`src/common/hwcms_pkg.sv`:
```
// Package of constants shared by the start-up and pin-strap control block
package hwcms_pkg;
	// Register bus geometry
	localparam int ADDR_W = 7;
	localparam int DATA_W = 9;
	// Register addresses
	localparam logic [6:0] ADDR_IDENT_ONE     = 7'h00;
	localparam logic [6:0] ADDR_IDENT_TWO     = 7'h01;
	localparam logic [6:0] ADDR_REVISION      = 7'h02;
	localparam logic [6:0] ADDR_ADC_CONTROL_ONE = 7'h1d;
	localparam logic [6:0] ADDR_PRI_PORT_THREE = 7'h0c;
	localparam logic [6:0] ADDR_PRI_PORT_FOUR  = 7'h0d;
	localparam logic [6:0] ADDR_SEC_PORT_TWO   = 7'h0e;
	// Identification values (arbitrary neutral values)
	localparam logic [8:0] IDENT_ONE_VAL      = 9'h05a;
	localparam logic [8:0] IDENT_TWO_VAL      = 9'h0a5;
	localparam logic [8:0] REVISION_VAL       = 9'h001;
	// Field positions
	localparam int MIDRAIL_BIT   = 8;
	localparam int SRC_HI        = 8;
	localparam int SRC_LO        = 7;
	localparam int SEC_EN_BIT    = 6;
	localparam int FMT_HI        = 1;
	localparam int FMT_LO        = 0;
	localparam int WL_HI         = 3;
	localparam int WL_LO         = 2;
	// Reset values
	localparam logic [8:0] ADC_CONTROL_ONE_RST = 9'h100;
	localparam logic [8:0] PRI_PORT_THREE_RST  = 9'h18a;
	localparam logic [8:0] PRI_PORT_FOUR_RST   = 9'h08a;
	localparam logic [8:0] SEC_PORT_TWO_RST    = 9'h00a;
	// Routing source codes
	localparam logic [1:0] DAC_FROM_SPDIF = 2'h0;
	localparam logic [1:0] DAC_FROM_PRI   = 2'h1;
	localparam logic [1:0] PTX_SRC_SPDIF = 2'h0;
	localparam logic [1:0] PTX_SRC_ADC   = 2'h1;
	// Primary port formats and word lengths
	localparam logic [1:0] FMT_RJ  = 2'h0;
	localparam logic [1:0] FMT_LJ  = 2'h1;
	localparam logic [1:0] FMT_I2S = 2'h2;
	localparam logic [1:0] WL_20   = 2'h1;
	localparam logic [1:0] WL_24   = 2'h2;
	// Channel status block length
	localparam logic [7:0] BLOCK_FRAMES = 8'hc0;
	// Start-up states
	typedef enum logic [1:0] {HWCMS_HOLD, HWCMS_LOAD, HWCMS_READY} hwcms_state_t;
endpackage

```
`src/hw/hwcms_sync3.sv`:
```
// Three-stage input synchroniser with agreement on the last two stages
`timescale 1ns/1ps
module hwcms_sync3 #(
	parameter int W = 1
) (
	input  wire logic         i_mclk,
	input  wire logic         i_rst_n,
	input  wire logic [W-1:0] i_async,
	output logic      [W-1:0] o_sync
);
	logic [W-1:0] s1_q;   // First stage, read only by the second
	logic [W-1:0] s2_q;   // Second stage
	logic [W-1:0] s3_q;   // Third stage

	// Shift chain
	always_ff @(posedge i_mclk or negedge i_rst_n) begin
		if (!i_rst_n) begin
			s1_q <= '0;
			s2_q <= '0;
			s3_q <= '0;
		end else begin
			s1_q <= i_async;
			s2_q <= s1_q;
			s3_q <= s2_q;
		end
	end

	// Output moves only when stages two and three agree
	genvar g;
	generate
		for (g = 0; g < W; g++) begin : g_bit
			always_ff @(posedge i_mclk or negedge i_rst_n) begin
				if (!i_rst_n) begin
					o_sync[g] <= 1'b0;
				end else if (s2_q[g] == s3_q[g]) begin
					o_sync[g] <= s3_q[g];
				end
			end
		end
	endgenerate
endmodule // hwcms_sync3

```
`src/hw/hwcms_top.sv`:
```
// Start-up sequencing, register file, identification and hardware-mode pins
`timescale 1ns/1ps
module hwcms_top
	import hwcms_pkg::*;
(
	input  wire logic        i_mclk,
	input  wire logic        i_rst_n,
	input  wire logic        i_internal_reset_n,
	input  wire logic        i_wr_en,
	input  wire logic        i_rd_en,
	input  wire logic [6:0]  i_addr,
	input  wire logic [8:0]  i_wdata,
	input  wire logic        i_continuous_readback,
	input  wire logic        i_control_mode_pin,
	input  wire logic        i_control_bus_select_pin,
	input  wire logic        i_route_pin_a,
	input  wire logic        i_route_pin_b,
	input  wire logic        i_route_pin_c,
	input  wire logic        i_route_pin_d,
	input  wire logic        i_chip_select_pin,
	input  wire logic        i_serial_clock_pin,
	input  wire logic        i_unlock,
	input  wire logic        i_pcm_n,
	input  wire logic        i_audio_n,
	input  wire logic        i_channel_status_bit,
	input  wire logic        i_subframe_a,
	input  wire logic        i_frame_start,
	output logic [8:0]       o_rdata,
	output logic             o_rvalid,
	output logic             o_ready,
	output logic             o_hw_mode,
	output logic             o_three_wire,
	output logic [1:0]       o_dac_source_select,
	output logic [1:0]       o_primary_tx_source_select,
	output logic [1:0]       o_spdif_tx_source_select,
	output logic             o_secondary_audio_port_en,
	output logic [1:0]       o_primary_fmt,
	output logic [1:0]       o_primary_wl,
	output logic             o_midrail_impedance_select,
	output logic             o_control_bus_select_pin_o,
	output logic             o_control_bus_select_pin_oe,
	output logic             o_serial_data_out_pin_o,
	output logic             o_serial_data_out_pin_oe,
	output logic             o_multifunction_pin_eight,
	output logic             o_multifunction_pin_nine,
	output logic             o_multifunction_pin_ten
);
	logic [6:1]   straps;        // Synchronised route and format straps
	logic         hw_mode;       // Synchronised mode pin
	logic         bus_sel;       // Synchronised bus select pin
	logic         ready_int_n;   // Synchronised internal reset
	hwcms_state_t state_q;       // Start-up state
	logic [8:0]   adc_ctl_q;     // Midrail and ADC control register
	logic [8:0]   pri_rx_cfg_q;  // DAC source and receive format
	logic [8:0]   pri_tx_cfg_q;  // Primary transmit source and format
	logic [8:0]   sec_cfg_q;     // S/PDIF transmit source and secondary enable
	logic [7:0]   frame_cnt_q;   // Frame position within the status block
	logic         frame_seen_q;  // A frame start has been seen
	logic         ready;         // Writes accepted

	// Format pin pair to frame format
	function automatic logic [1:0] fmt_of(input logic [1:0] p);
		case (p)
			2'h0:    fmt_of = FMT_RJ;
			2'h1:    fmt_of = FMT_RJ;
			2'h2:    fmt_of = FMT_LJ;
			default: fmt_of = FMT_I2S;
		endcase
	endfunction

	// Format pin pair to word length
	function automatic logic [1:0] wl_of(input logic [1:0] p);
		wl_of = (p == 2'h1) ? WL_20 : WL_24;
	endfunction

	// Strap, mode and reset synchronisers
	hwcms_sync3 #(.W(9)) u_sync (
		.i_mclk  (i_mclk),
		.i_rst_n (i_rst_n),
		.i_async ({i_internal_reset_n, i_control_mode_pin, i_control_bus_select_pin,
			i_route_pin_a, i_route_pin_b, i_route_pin_c, i_route_pin_d,
			i_chip_select_pin, i_serial_clock_pin}),
		.o_sync  ({ready_int_n, hw_mode, bus_sel, straps[6:1]})
	);

	assign ready = (state_q == HWCMS_READY);

	// Start-up sequence: hold, load defaults, then ready
	always_ff @(posedge i_mclk or negedge i_rst_n) begin
		if (!i_rst_n) begin
			state_q <= HWCMS_HOLD;
		end else if (!ready_int_n) begin
			state_q <= HWCMS_HOLD;
		end else begin
			case (state_q)
				HWCMS_HOLD:  state_q <= HWCMS_LOAD;
				HWCMS_LOAD:  state_q <= HWCMS_READY;
				HWCMS_READY: state_q <= HWCMS_READY;
				default:     state_q <= HWCMS_HOLD;
			endcase
		end
	end

	// Software-writable registers; defaults reloaded while held
	always_ff @(posedge i_mclk or negedge i_rst_n) begin
		if (!i_rst_n) begin
			adc_ctl_q    <= ADC_CONTROL_ONE_RST;
			pri_rx_cfg_q <= PRI_PORT_THREE_RST;
			pri_tx_cfg_q <= PRI_PORT_FOUR_RST;
			sec_cfg_q    <= SEC_PORT_TWO_RST;
		end else if (state_q != HWCMS_READY) begin
			adc_ctl_q    <= ADC_CONTROL_ONE_RST;
			pri_rx_cfg_q <= PRI_PORT_THREE_RST;
			pri_tx_cfg_q <= PRI_PORT_FOUR_RST;
			sec_cfg_q    <= SEC_PORT_TWO_RST;
		end else if (i_wr_en && !hw_mode) begin
			case (i_addr)
				ADDR_ADC_CONTROL_ONE: adc_ctl_q <= i_wdata;
				ADDR_PRI_PORT_THREE:  pri_rx_cfg_q <= i_wdata;
				ADDR_PRI_PORT_FOUR:   pri_tx_cfg_q <= i_wdata;
				ADDR_SEC_PORT_TWO:    sec_cfg_q    <= i_wdata;
				default:              ;
			endcase
		end
	end

	// Read port with identification readback
	always_ff @(posedge i_mclk or negedge i_rst_n) begin
		if (!i_rst_n) begin
			o_rdata  <= '0;
			o_rvalid <= 1'b0;
		end else begin
			o_rvalid <= i_rd_en && ready;
			if (i_rd_en && ready) begin
				case (i_addr)
					ADDR_IDENT_ONE: o_rdata <= i_continuous_readback ? '0 : IDENT_ONE_VAL;
					ADDR_IDENT_TWO: o_rdata <= i_continuous_readback ? '0 : IDENT_TWO_VAL;
					ADDR_REVISION:  o_rdata <= i_continuous_readback ? '0 : REVISION_VAL;
					ADDR_ADC_CONTROL_ONE: o_rdata <= adc_ctl_q;
					ADDR_PRI_PORT_THREE:  o_rdata <= pri_rx_cfg_q;
					ADDR_PRI_PORT_FOUR:   o_rdata <= pri_tx_cfg_q;
					ADDR_SEC_PORT_TWO:    o_rdata <= sec_cfg_q;
					default:              o_rdata <= '0;
				endcase
			end
		end
	end

	// Channel status block frame counter
	always_ff @(posedge i_mclk or negedge i_rst_n) begin
		if (!i_rst_n) begin
			frame_cnt_q  <= '0;
			frame_seen_q <= 1'b0;
		end else if (i_frame_start) begin
			frame_seen_q <= 1'b1;
			frame_cnt_q  <= (frame_cnt_q == BLOCK_FRAMES - 8'h01) ? 8'h00 : frame_cnt_q + 8'h01;
		end
	end

	// Configuration outputs: straps or fixed defaults in hardware mode, registers otherwise
	always_ff @(posedge i_mclk or negedge i_rst_n) begin
		if (!i_rst_n) begin
			o_hw_mode                  <= 1'b0;
			o_three_wire               <= 1'b0;
			o_dac_source_select        <= PRI_PORT_THREE_RST[SRC_HI:SRC_LO];
			o_primary_tx_source_select <= PRI_PORT_FOUR_RST[SRC_HI:SRC_LO];
			o_spdif_tx_source_select   <= SEC_PORT_TWO_RST[SRC_HI:SRC_LO];
			o_secondary_audio_port_en  <= 1'b0;
			o_primary_fmt              <= PRI_PORT_FOUR_RST[FMT_HI:FMT_LO];
			o_primary_wl               <= PRI_PORT_FOUR_RST[WL_HI:WL_LO];
			o_midrail_impedance_select <= ADC_CONTROL_ONE_RST[MIDRAIL_BIT];
			o_ready                    <= 1'b0;
		end else begin
			o_ready                    <= ready;
			o_hw_mode                  <= hw_mode;
			o_three_wire               <= !hw_mode && bus_sel;
			// Hardware mode runs at the default whatever software left behind
			o_midrail_impedance_select <= hw_mode ? ADC_CONTROL_ONE_RST[MIDRAIL_BIT]
				: adc_ctl_q[MIDRAIL_BIT];
			if (hw_mode) begin
				o_dac_source_select        <= straps[6] ? DAC_FROM_PRI : DAC_FROM_SPDIF;
				o_primary_tx_source_select <= straps[5] ? PTX_SRC_ADC : PTX_SRC_SPDIF;
				o_spdif_tx_source_select   <= {straps[3], straps[4]};
				o_secondary_audio_port_en  <= 1'b0;
				o_primary_fmt              <= fmt_of(straps[2:1]);
				o_primary_wl               <= wl_of(straps[2:1]);
			end else begin
				o_dac_source_select        <= pri_rx_cfg_q[SRC_HI:SRC_LO];
				o_primary_tx_source_select <= pri_tx_cfg_q[SRC_HI:SRC_LO];
				o_spdif_tx_source_select   <= sec_cfg_q[SRC_HI:SRC_LO];
				o_secondary_audio_port_en  <= sec_cfg_q[SEC_EN_BIT];
				o_primary_fmt              <= pri_tx_cfg_q[FMT_HI:FMT_LO];
				o_primary_wl               <= pri_tx_cfg_q[WL_HI:WL_LO];
			end
		end
	end

	// Status pins carry flags only in hardware mode; bus select and data out enables are off otherwise
	always_ff @(posedge i_mclk or negedge i_rst_n) begin
		if (!i_rst_n) begin
			o_control_bus_select_pin_o  <= 1'b0;
			o_control_bus_select_pin_oe <= 1'b0;
			o_serial_data_out_pin_o     <= 1'b0;
			o_serial_data_out_pin_oe    <= 1'b0;
			o_multifunction_pin_eight   <= 1'b0;
			o_multifunction_pin_nine    <= 1'b0;
			o_multifunction_pin_ten     <= 1'b0;
		end else begin
			o_control_bus_select_pin_oe <= hw_mode;
			o_control_bus_select_pin_o  <= hw_mode && i_unlock;
			o_serial_data_out_pin_oe    <= hw_mode;
			o_serial_data_out_pin_o     <= hw_mode && (i_pcm_n || i_audio_n);
			o_multifunction_pin_eight   <= hw_mode && i_channel_status_bit;
			o_multifunction_pin_nine    <= hw_mode && i_subframe_a;
			o_multifunction_pin_ten     <= hw_mode && frame_seen_q
				&& (i_frame_start ? (frame_cnt_q == BLOCK_FRAMES - 8'h01)
				: (frame_cnt_q == 8'h00));
		end
	end
endmodule // hwcms_top
```
`config.mk`:
```
export PLATFORM = sky130hd
export DESIGN_NAME = hwcms_top
export DESIGN_NICKNAME = d
export VERILOG_FILES = /design/src/common/hwcms_pkg.sv /design/src/hw/hwcms_sync3.sv /design/src/hw/hwcms_top.sv
export SDC_FILE = /design/constraint.sdc
export NUM_CORES = 1
export LEC_CHECK = 0
export ABC_AREA = 1
export BUFFER_PORTS_ARGS = -buffer_cell sky130_fd_sc_hd__buf_2
export CAP_MARGIN = 10
export CELL_PAD_IN_SITES_DETAIL_PLACEMENT = 0
export CELL_PAD_IN_SITES_GLOBAL_PLACEMENT = 1
export CORE_MARGIN = 2
export CORE_UTILIZATION = 44
export CTS_CLUSTER_SIZE = 16
export DETAILED_ROUTE_END_ITERATION = 8
export PLACE_DENSITY = 0.88
export SLEW_MARGIN = 20
export SYNTH_ARGS = -nofsm -noshare
export SYNTH_HDL_FRONTEND = slang
export SYNTH_SLANG_ARGS = --single-unit
```
`constraint.sdc`:
```
create_clock -name i_mclk -period 1.7 [get_ports i_mclk]
set_input_delay 0.17 -clock i_mclk [delete_from_list [all_inputs] [get_ports i_mclk]]
set_output_delay 0.17 -clock i_mclk [all_outputs]
set_load 0.005 [all_outputs]
```
# Yosys cells after proc, flatten, opt, wreduce, memory -nomap -nowiden
# Index checks and enable logic that the tools add are counted.
[op_classes]
muxes = 31
reduce_logical = 26
addsub = 1
eq_ne = 21
[op_table]
columns = ["operator", "n"]
rows = [
  ["9-bit 2-to-1 mux", 12],
  ["9-bit one-hot mux with 7 select lines", 1],
  ["7-bit by 4-bit == test with 1-bit output (second input constant)", 3],
  ["8-bit 2-to-1 mux", 2],
  ["2-bit 2-to-1 mux", 7],
  ["2-bit nonzero test", 5],
  ["1-bit == test", 9],
  ["1-bit logical AND", 9],
  ["8-bit by 1-bit adder with 8-bit output (second input constant)", 1],
  ["8-bit == test (second input constant)", 1],
  ["8-bit logical NOT", 1],
  ["2-bit one-hot mux with 2 select lines", 2],
  ["2-bit AND reduction", 4],
  ["7-bit by 1-bit == test with 1-bit output (second input constant)", 1],
  ["7-bit by 2-bit == test with 1-bit output (second input constant)", 1],
  ["7-bit by 5-bit == test with 1-bit output (second input constant)", 1],
  ["7-bit logical NOT", 1],
  ["7-bit 2-to-1 mux", 1],
  ["1-bit 2-to-1 mux", 6],
  ["2-bit by 1-bit == test with 1-bit output (second input constant)", 2],
  ["2-bit == test (second input constant)", 2],
  ["2-bit logical NOT", 2],
  ["2-bit OR reduction", 2],
  ["2-bit inequality test (second input constant)", 1],
  ["other kinds (2)", 2],
]
[totals]
reg_bits = 113
out_inout_bits = 32
input_bits = 36

# Logic depth before layout (Yosys ltp)
[depth]
word_depth = 4
ltp_mapped = 10
depth_no_buf = 9

# Hierarchy
# A second synthesis with hierarchy kept.
[hier_totals]
cells_unflattened = 484
area_unflattened_um2 = 4743.3
[modules_own_cells]
columns = ["module", "area_each_um2", "n_inst", "seq_area_each_um2", "cells_each"]
rows = [
  ["hwcms_top", 3696.0, 1, 1946.9, 412],
  ["hwcms_sync3", 1047.3, 1, 900.9, 72],
]

# Worst setup path after synthesis
# No wires, ideal clock.
[synth_timing]
kind = "register -> register"
startpoint = "register state_q[1]"
endpoint = "register o_rdata[3]"
setup_time_ns = 0.123
arrival_ns = 1.225
stages_incl_launch_ff = 7
n_path_buf = 1
setup_slack_ns = 0.352
required_time_ns = 1.577
path_cell_list = "dfrtp_1 -> ha_1 -> buf_2 -> nand2_2 -> clkinv_1 -> o21ai_0 -> nand2_1"
[synth_via]
elab_chain_cells = 2
[synth_rtl]
columns = ["element", "line_no", "text"]
rows = [
  ["start: declaration", "hwcms_top.sv:52", "hwcms_state_t state_q;"],
  ["start signal: assignment", "hwcms_top.sv:91", "state_q <= HWCMS_HOLD;"],
  ["start signal: assignment", "hwcms_top.sv:93", "state_q <= HWCMS_HOLD;"],
  ["start signal: assignment", "hwcms_top.sv:96", "HWCMS_HOLD: state_q <= HWCMS_LOAD;"],
  ["2-bit == test", "hwcms_top.sv:86", "assign ready = (state_q == HWCMS_READY);"],
  ["net ready", "hwcms_top.sv:59", "logic ready;"],
  ["1-bit logical AND", "hwcms_top.sv:134", "if (i_rd_en && ready) begin"],
  ["end signal: assignment", "hwcms_top.sv:136", "ADDR_IDENT_ONE: o_rdata <= i_continuous_readback ? '0 : IDENT_ONE_VAL;"],
  ["end signal: assignment", "hwcms_top.sv:137", "ADDR_IDENT_TWO: o_rdata <= i_continuous_readback ? '0 : IDENT_TWO_VAL;"],
  ["end signal: assignment", "hwcms_top.sv:138", "ADDR_REVISION: o_rdata <= i_continuous_readback ? '0 : REVISION_VAL;"],
  ["end: declaration", "hwcms_top.sv:28", "output logic [8:0] o_rdata,"],
]
# The timed path passes the listed nets, and every way through them passes these cells.
# A chain may end at the register's enable or synchronous reset.

# Final worst setup path
# Ends and elaborated chain as after synthesis.

==> impl_metrics.csv <==
group,metric,value,unit
grt,grt_max_degree,49,
worst_setup_path,r2r_slack,150,ps
power,leakagePower,2.887,nW
power,peakVddDrop,0.8932,mV
worst_setup_path,arrival,1930,ps
sta,fin_tns_setup,0,ps
die,start_util,44.55,%
sta,hold_violations,0,
clocking,cts_inserted_buffers,17,
worst_setup_path,reg2reg_to,"o_rdata[3]",
worst_setup_path,worstPathCellList,"ha_1 -> buf_4 -> nand2_2 -> clkinvlp_4 -> o21ai_0 -> nand2_1",
yosys,synth_seq_cells,113,
sta,minimum_setup_slack_in_the_final_design,150.0,ps
cells_and_area,num-nets-final,589,
worst_setup_path,worst_setup_path_end_kind,"flop",
detailed_routing,postRouteAntennaNets,0,
power,power_density,1439,nW/µm²
worst_setup_path,path_class,"flop to flop",
detailed_routing,routed-via-count,3361,
yosys,synth-edff-count,0,
worst_setup_path,crit_path_max_incr_delay,390,ps
cells_and_area,flow.area_growth_from_synthesis,28.85,%
detailed_routing,first_pass_iters,4,
cells_and_area,multi_input_comb_area,1418,µm²
status,status,"finished clean",
yosys,yosys.cell_types.count,29,
cells_and_area,seqCellArea,2848,µm²
cells_and_area,antennaDiodeCount,0,
power,internal_power_summed_over_all_cells,6.082,mW
yosys,synth.net_count,488,
place,dp.final_hpwl,6.313,mm
power,combinationalPowerShare,15.6,%
yosys,syn-cell-area,4537,µm²
worst_setup_path,critPathBufInv,2,
power,report.power.total,8.410,mW
worst_setup_path,critical_path_required,2080,ps
detailed_routing,detail_route.wl_per_cell,13.66,µm
grt,grt.overflow.total,0,
place,finalWeightedCongestion,0.8577,
worst_setup_path,reg2reg_start,"state_q[1]",
yosys,netlist_top_cells_area,"sky130_fd_sc_hd__dfrtp_1, sky130_fd_sc_hd__nand2_1, sky130_fd_sc_hd__dfstp_2, sky130_fd_sc_hd__nand3_1, sky130_fd_sc_hd__inv_1",
yosys,sequential_element_share_of_the_synthesized_area,62.77,%
sta,fmaxAchievable,645.2,MHz
grt,grt_antenna_before_repair,0,
sta,slew_headroom,65.90,%
place,buffer_ports.inserted,67,
sta,timing.final.setup_violations,0,
yosys,mean_cell_area_of_the_mapped_netlist,10.13,µm²
worst_setup_path,worst_path_max_delay_cell,"sky130_fd_sc_hd__dfrtp_1",
clocking,path_clk_slew,60,ps
hold_path,worst_hold_path.num_cells,3,
sta,fin_worst_hold_slack,20.10,ps
sta,timing_max_transition_violations_final,0,
clocking,cts.sinks,113,
die,core-area,10180,µm²
cells_and_area,post_route_cells_drive_above_1_share,27.58,%
detailed_routing,drt_drc,0,
clocking,ctsLongestPathBuffers,2,
grt,first_global_vias,3343,
worst_setup_path,critical-path-top-delay-family,"buffers and inverters",
clocking,htree_levels,4,
hold_path,hold_end,"adc_ctl_q[4]",
run,max_cap_violations,0,
clocking,tritoncts_clock_tree,"done",
sta,worst-slew-pin-transition,510.4,ps
grt,wire_length_of_the_first_global_routing_pass,16.15,mm
yosys,synth_ff_type,"sky130_fd_sc_hd__dfrtp_1",
worst_setup_path,crit_path_start_kind,"flop",
clocking,worstSkewPairLatency,500,ps
hold_path,timing.hold.worst.class,"input pin to flop",
place,placed_cell_area,5029,µm²
place,post_placement_setup_slack,101.6,ps
yosys,post-synth-top-area-cell,"sky130_fd_sc_hd__dfrtp_1",
die,fp-row-count,37,
grt,grtUsageTotal,18.79,%
yosys,synth.yosys.warnings,0,
yosys,post_synth_inst_count,448,
cells_and_area,layout.filler_cells,918,
worst_setup_path,worst-path-max-fanout,12,
die,floorplan.die_area,11140,µm²
power,power_switching,2.328,mW
power,seq_power_share,42.6,%
die,top_level_ports,68,
die,overall_die_width,105.5,µm
detailed_routing,via_per_inst,4.815,
clocking,clock-root-buffer,"sky130_fd_sc_hd__clkbuf_8",
power,p_clk_share,41.7,%
clocking,post_cts_setup_buffer_count,0,
power,swShare,27.68,%
detailed_routing,first_iter_violations,187,
yosys,async_reset_ff_share,100.0,%
yosys,netlist.area_leader.share,53.50,%
die,die_h,105.5,µm
sta,clk_skew,6.559,ps
hold_path,hp-start,"i_wdata[4]",
detailed_routing,route.final.wire_length,9.534,mm
sta,min_period_over_period,91.18,%
sta,final_period_minus_worst_setup_slack,1550,ps
sta,grt_setup_unrepaired,"no",
worst_setup_path,reg2reg_depth,6,
cells_and_area,postLayoutCellArea,5846,µm²
-- worst max-delay path by stage --
stage / cells after the start / slack [ps] / to / from
after floorplan: 6 / 350 / o_rdata[3] / state_q[1]
after global placement: 7 / 230 / o_rdata[8] / state_q[0]
after detailed placement: 7 / 100 / o_rdata[3] / state_q[0]
after CTS: 7 / 80 / o_rdata[3] / state_q[0]
after global routing: 7 / 10 / o_rdata[8] / state_q[0]
final: 6 / 150 / o_rdata[3] / state_q[1]
-- cell usage after synthesis, drive strengths merged, types with 3 or more instances --
cell type and instances:
nor3 4, inv 41, dfrtp 97, ha 4
nand2 124, nand3 42, clkbuf 3, xor2 4
or2 3, maj3 9, dfstp 16, o21ai 55
buf 11, nor2 28
-- logic make-up (layout without fill, tap and decap cells) --
family          count (synthesis)  after routing  synth area share, %
simple gates                  202            202                19.00
flops                         113            113                62.77
compound gates                 60             60                8.384
buf+inv                        56            170                5.984
fa+ha+maj                      13             13                3.089
xor+xnor                        4              4               0.7721
-- layout make-up --
cell class                 count  share of cell area, %
timing repair buffer          96                  11.04
clock buffer                  19                  7.556
multi-input combinational    279                  24.25
tap                          136                  2.911
clock inverter                13                  2.761
sequential                   113                  48.72
inverter                      42                  2.761
-- worst reg2reg max path: stages (launching register included) --
cell,delay (ps)
sky130_fd_sc_hd__dfrtp_1,390
sky130_fd_sc_hd__ha_1,220
sky130_fd_sc_hd__buf_4,200
sky130_fd_sc_hd__nand2_2,190
sky130_fd_sc_hd__clkinvlp_4,210
sky130_fd_sc_hd__o21ai_0,140
sky130_fd_sc_hd__nand2_1,80
-- registers in the layout, indices dropped and copies added (netlist names), 2 cells and up --
name and flops:
adc_ctl_q 9, o_rdata 9, pri_rx_cfg_q 9, pri_tx_cfg_q 9, sec_cfg_q 9, u_sync.o_sync 9
u_sync.s1_q 9, u_sync.s2_q 9, u_sync.s3_q 9, frame_cnt_q 8, o_dac_source_select 2, o_primary_fmt 2
o_primary_tx_source_select 2, o_primary_wl 2, o_spdif_tx_source_select 2, state_q 2
-- layout by cell type (no fill, tap or decap), drive strengths merged --
cell type	instances
inv	41
clkbuf	19
nor3	4
or2	3
nand2	124
nand3	42
clkinvlp	5
dfstp	16
nand3b	1
o21a	1
dlygate4sd3	21
clkinv	6
dfrtp	97
a21oi	2
xor2	4
a31oi	2
nor2	28
maj3	9
o21ai	55
bufinv	3
buf	75
ha	4
-- power groups by stage --
stage          Combinational, mW  Sequential [mW]  Clock [mW]
2_1_floorplan              0.857             3.55           0
3_3_place_gp                1.23             3.60           0
3_5_place_dp                1.28             3.62           0
4_1_cts                     1.33             3.58        3.58
6_report                    1.32             3.58        3.51
5_1_grt                     1.51             3.64        3.72
-- per-layer routing --
layer	global-route usage (%)	share of wire (%)	vias up
li1	-	-	1634
met1	23.63	42	1611
met2	32.12	51	103
met3	4.143	6.3	13
met4	6.485	1.1	0
met5	0	0	-
-- per-stage QoR --
| step | utilization, % | instances |
|---|---|---|
| after detailed placement | 49.37 | 645 |
| after CTS | 57.36 | 698 |
| after global routing | 57.40 | 698 |
| after global placement | 49.37 | 645 |
| after floorplan | - | 448 |
| final | 57.40 | 698 |
-- timing repair --
item	4_1_cts	5_1_grt
hold buffers	21	0
endpoints found under the setup margin	0	6
endpoints found under the hold margin	122	0
gates resized for setup	0	1
Power figures use the tool's default switching activity.
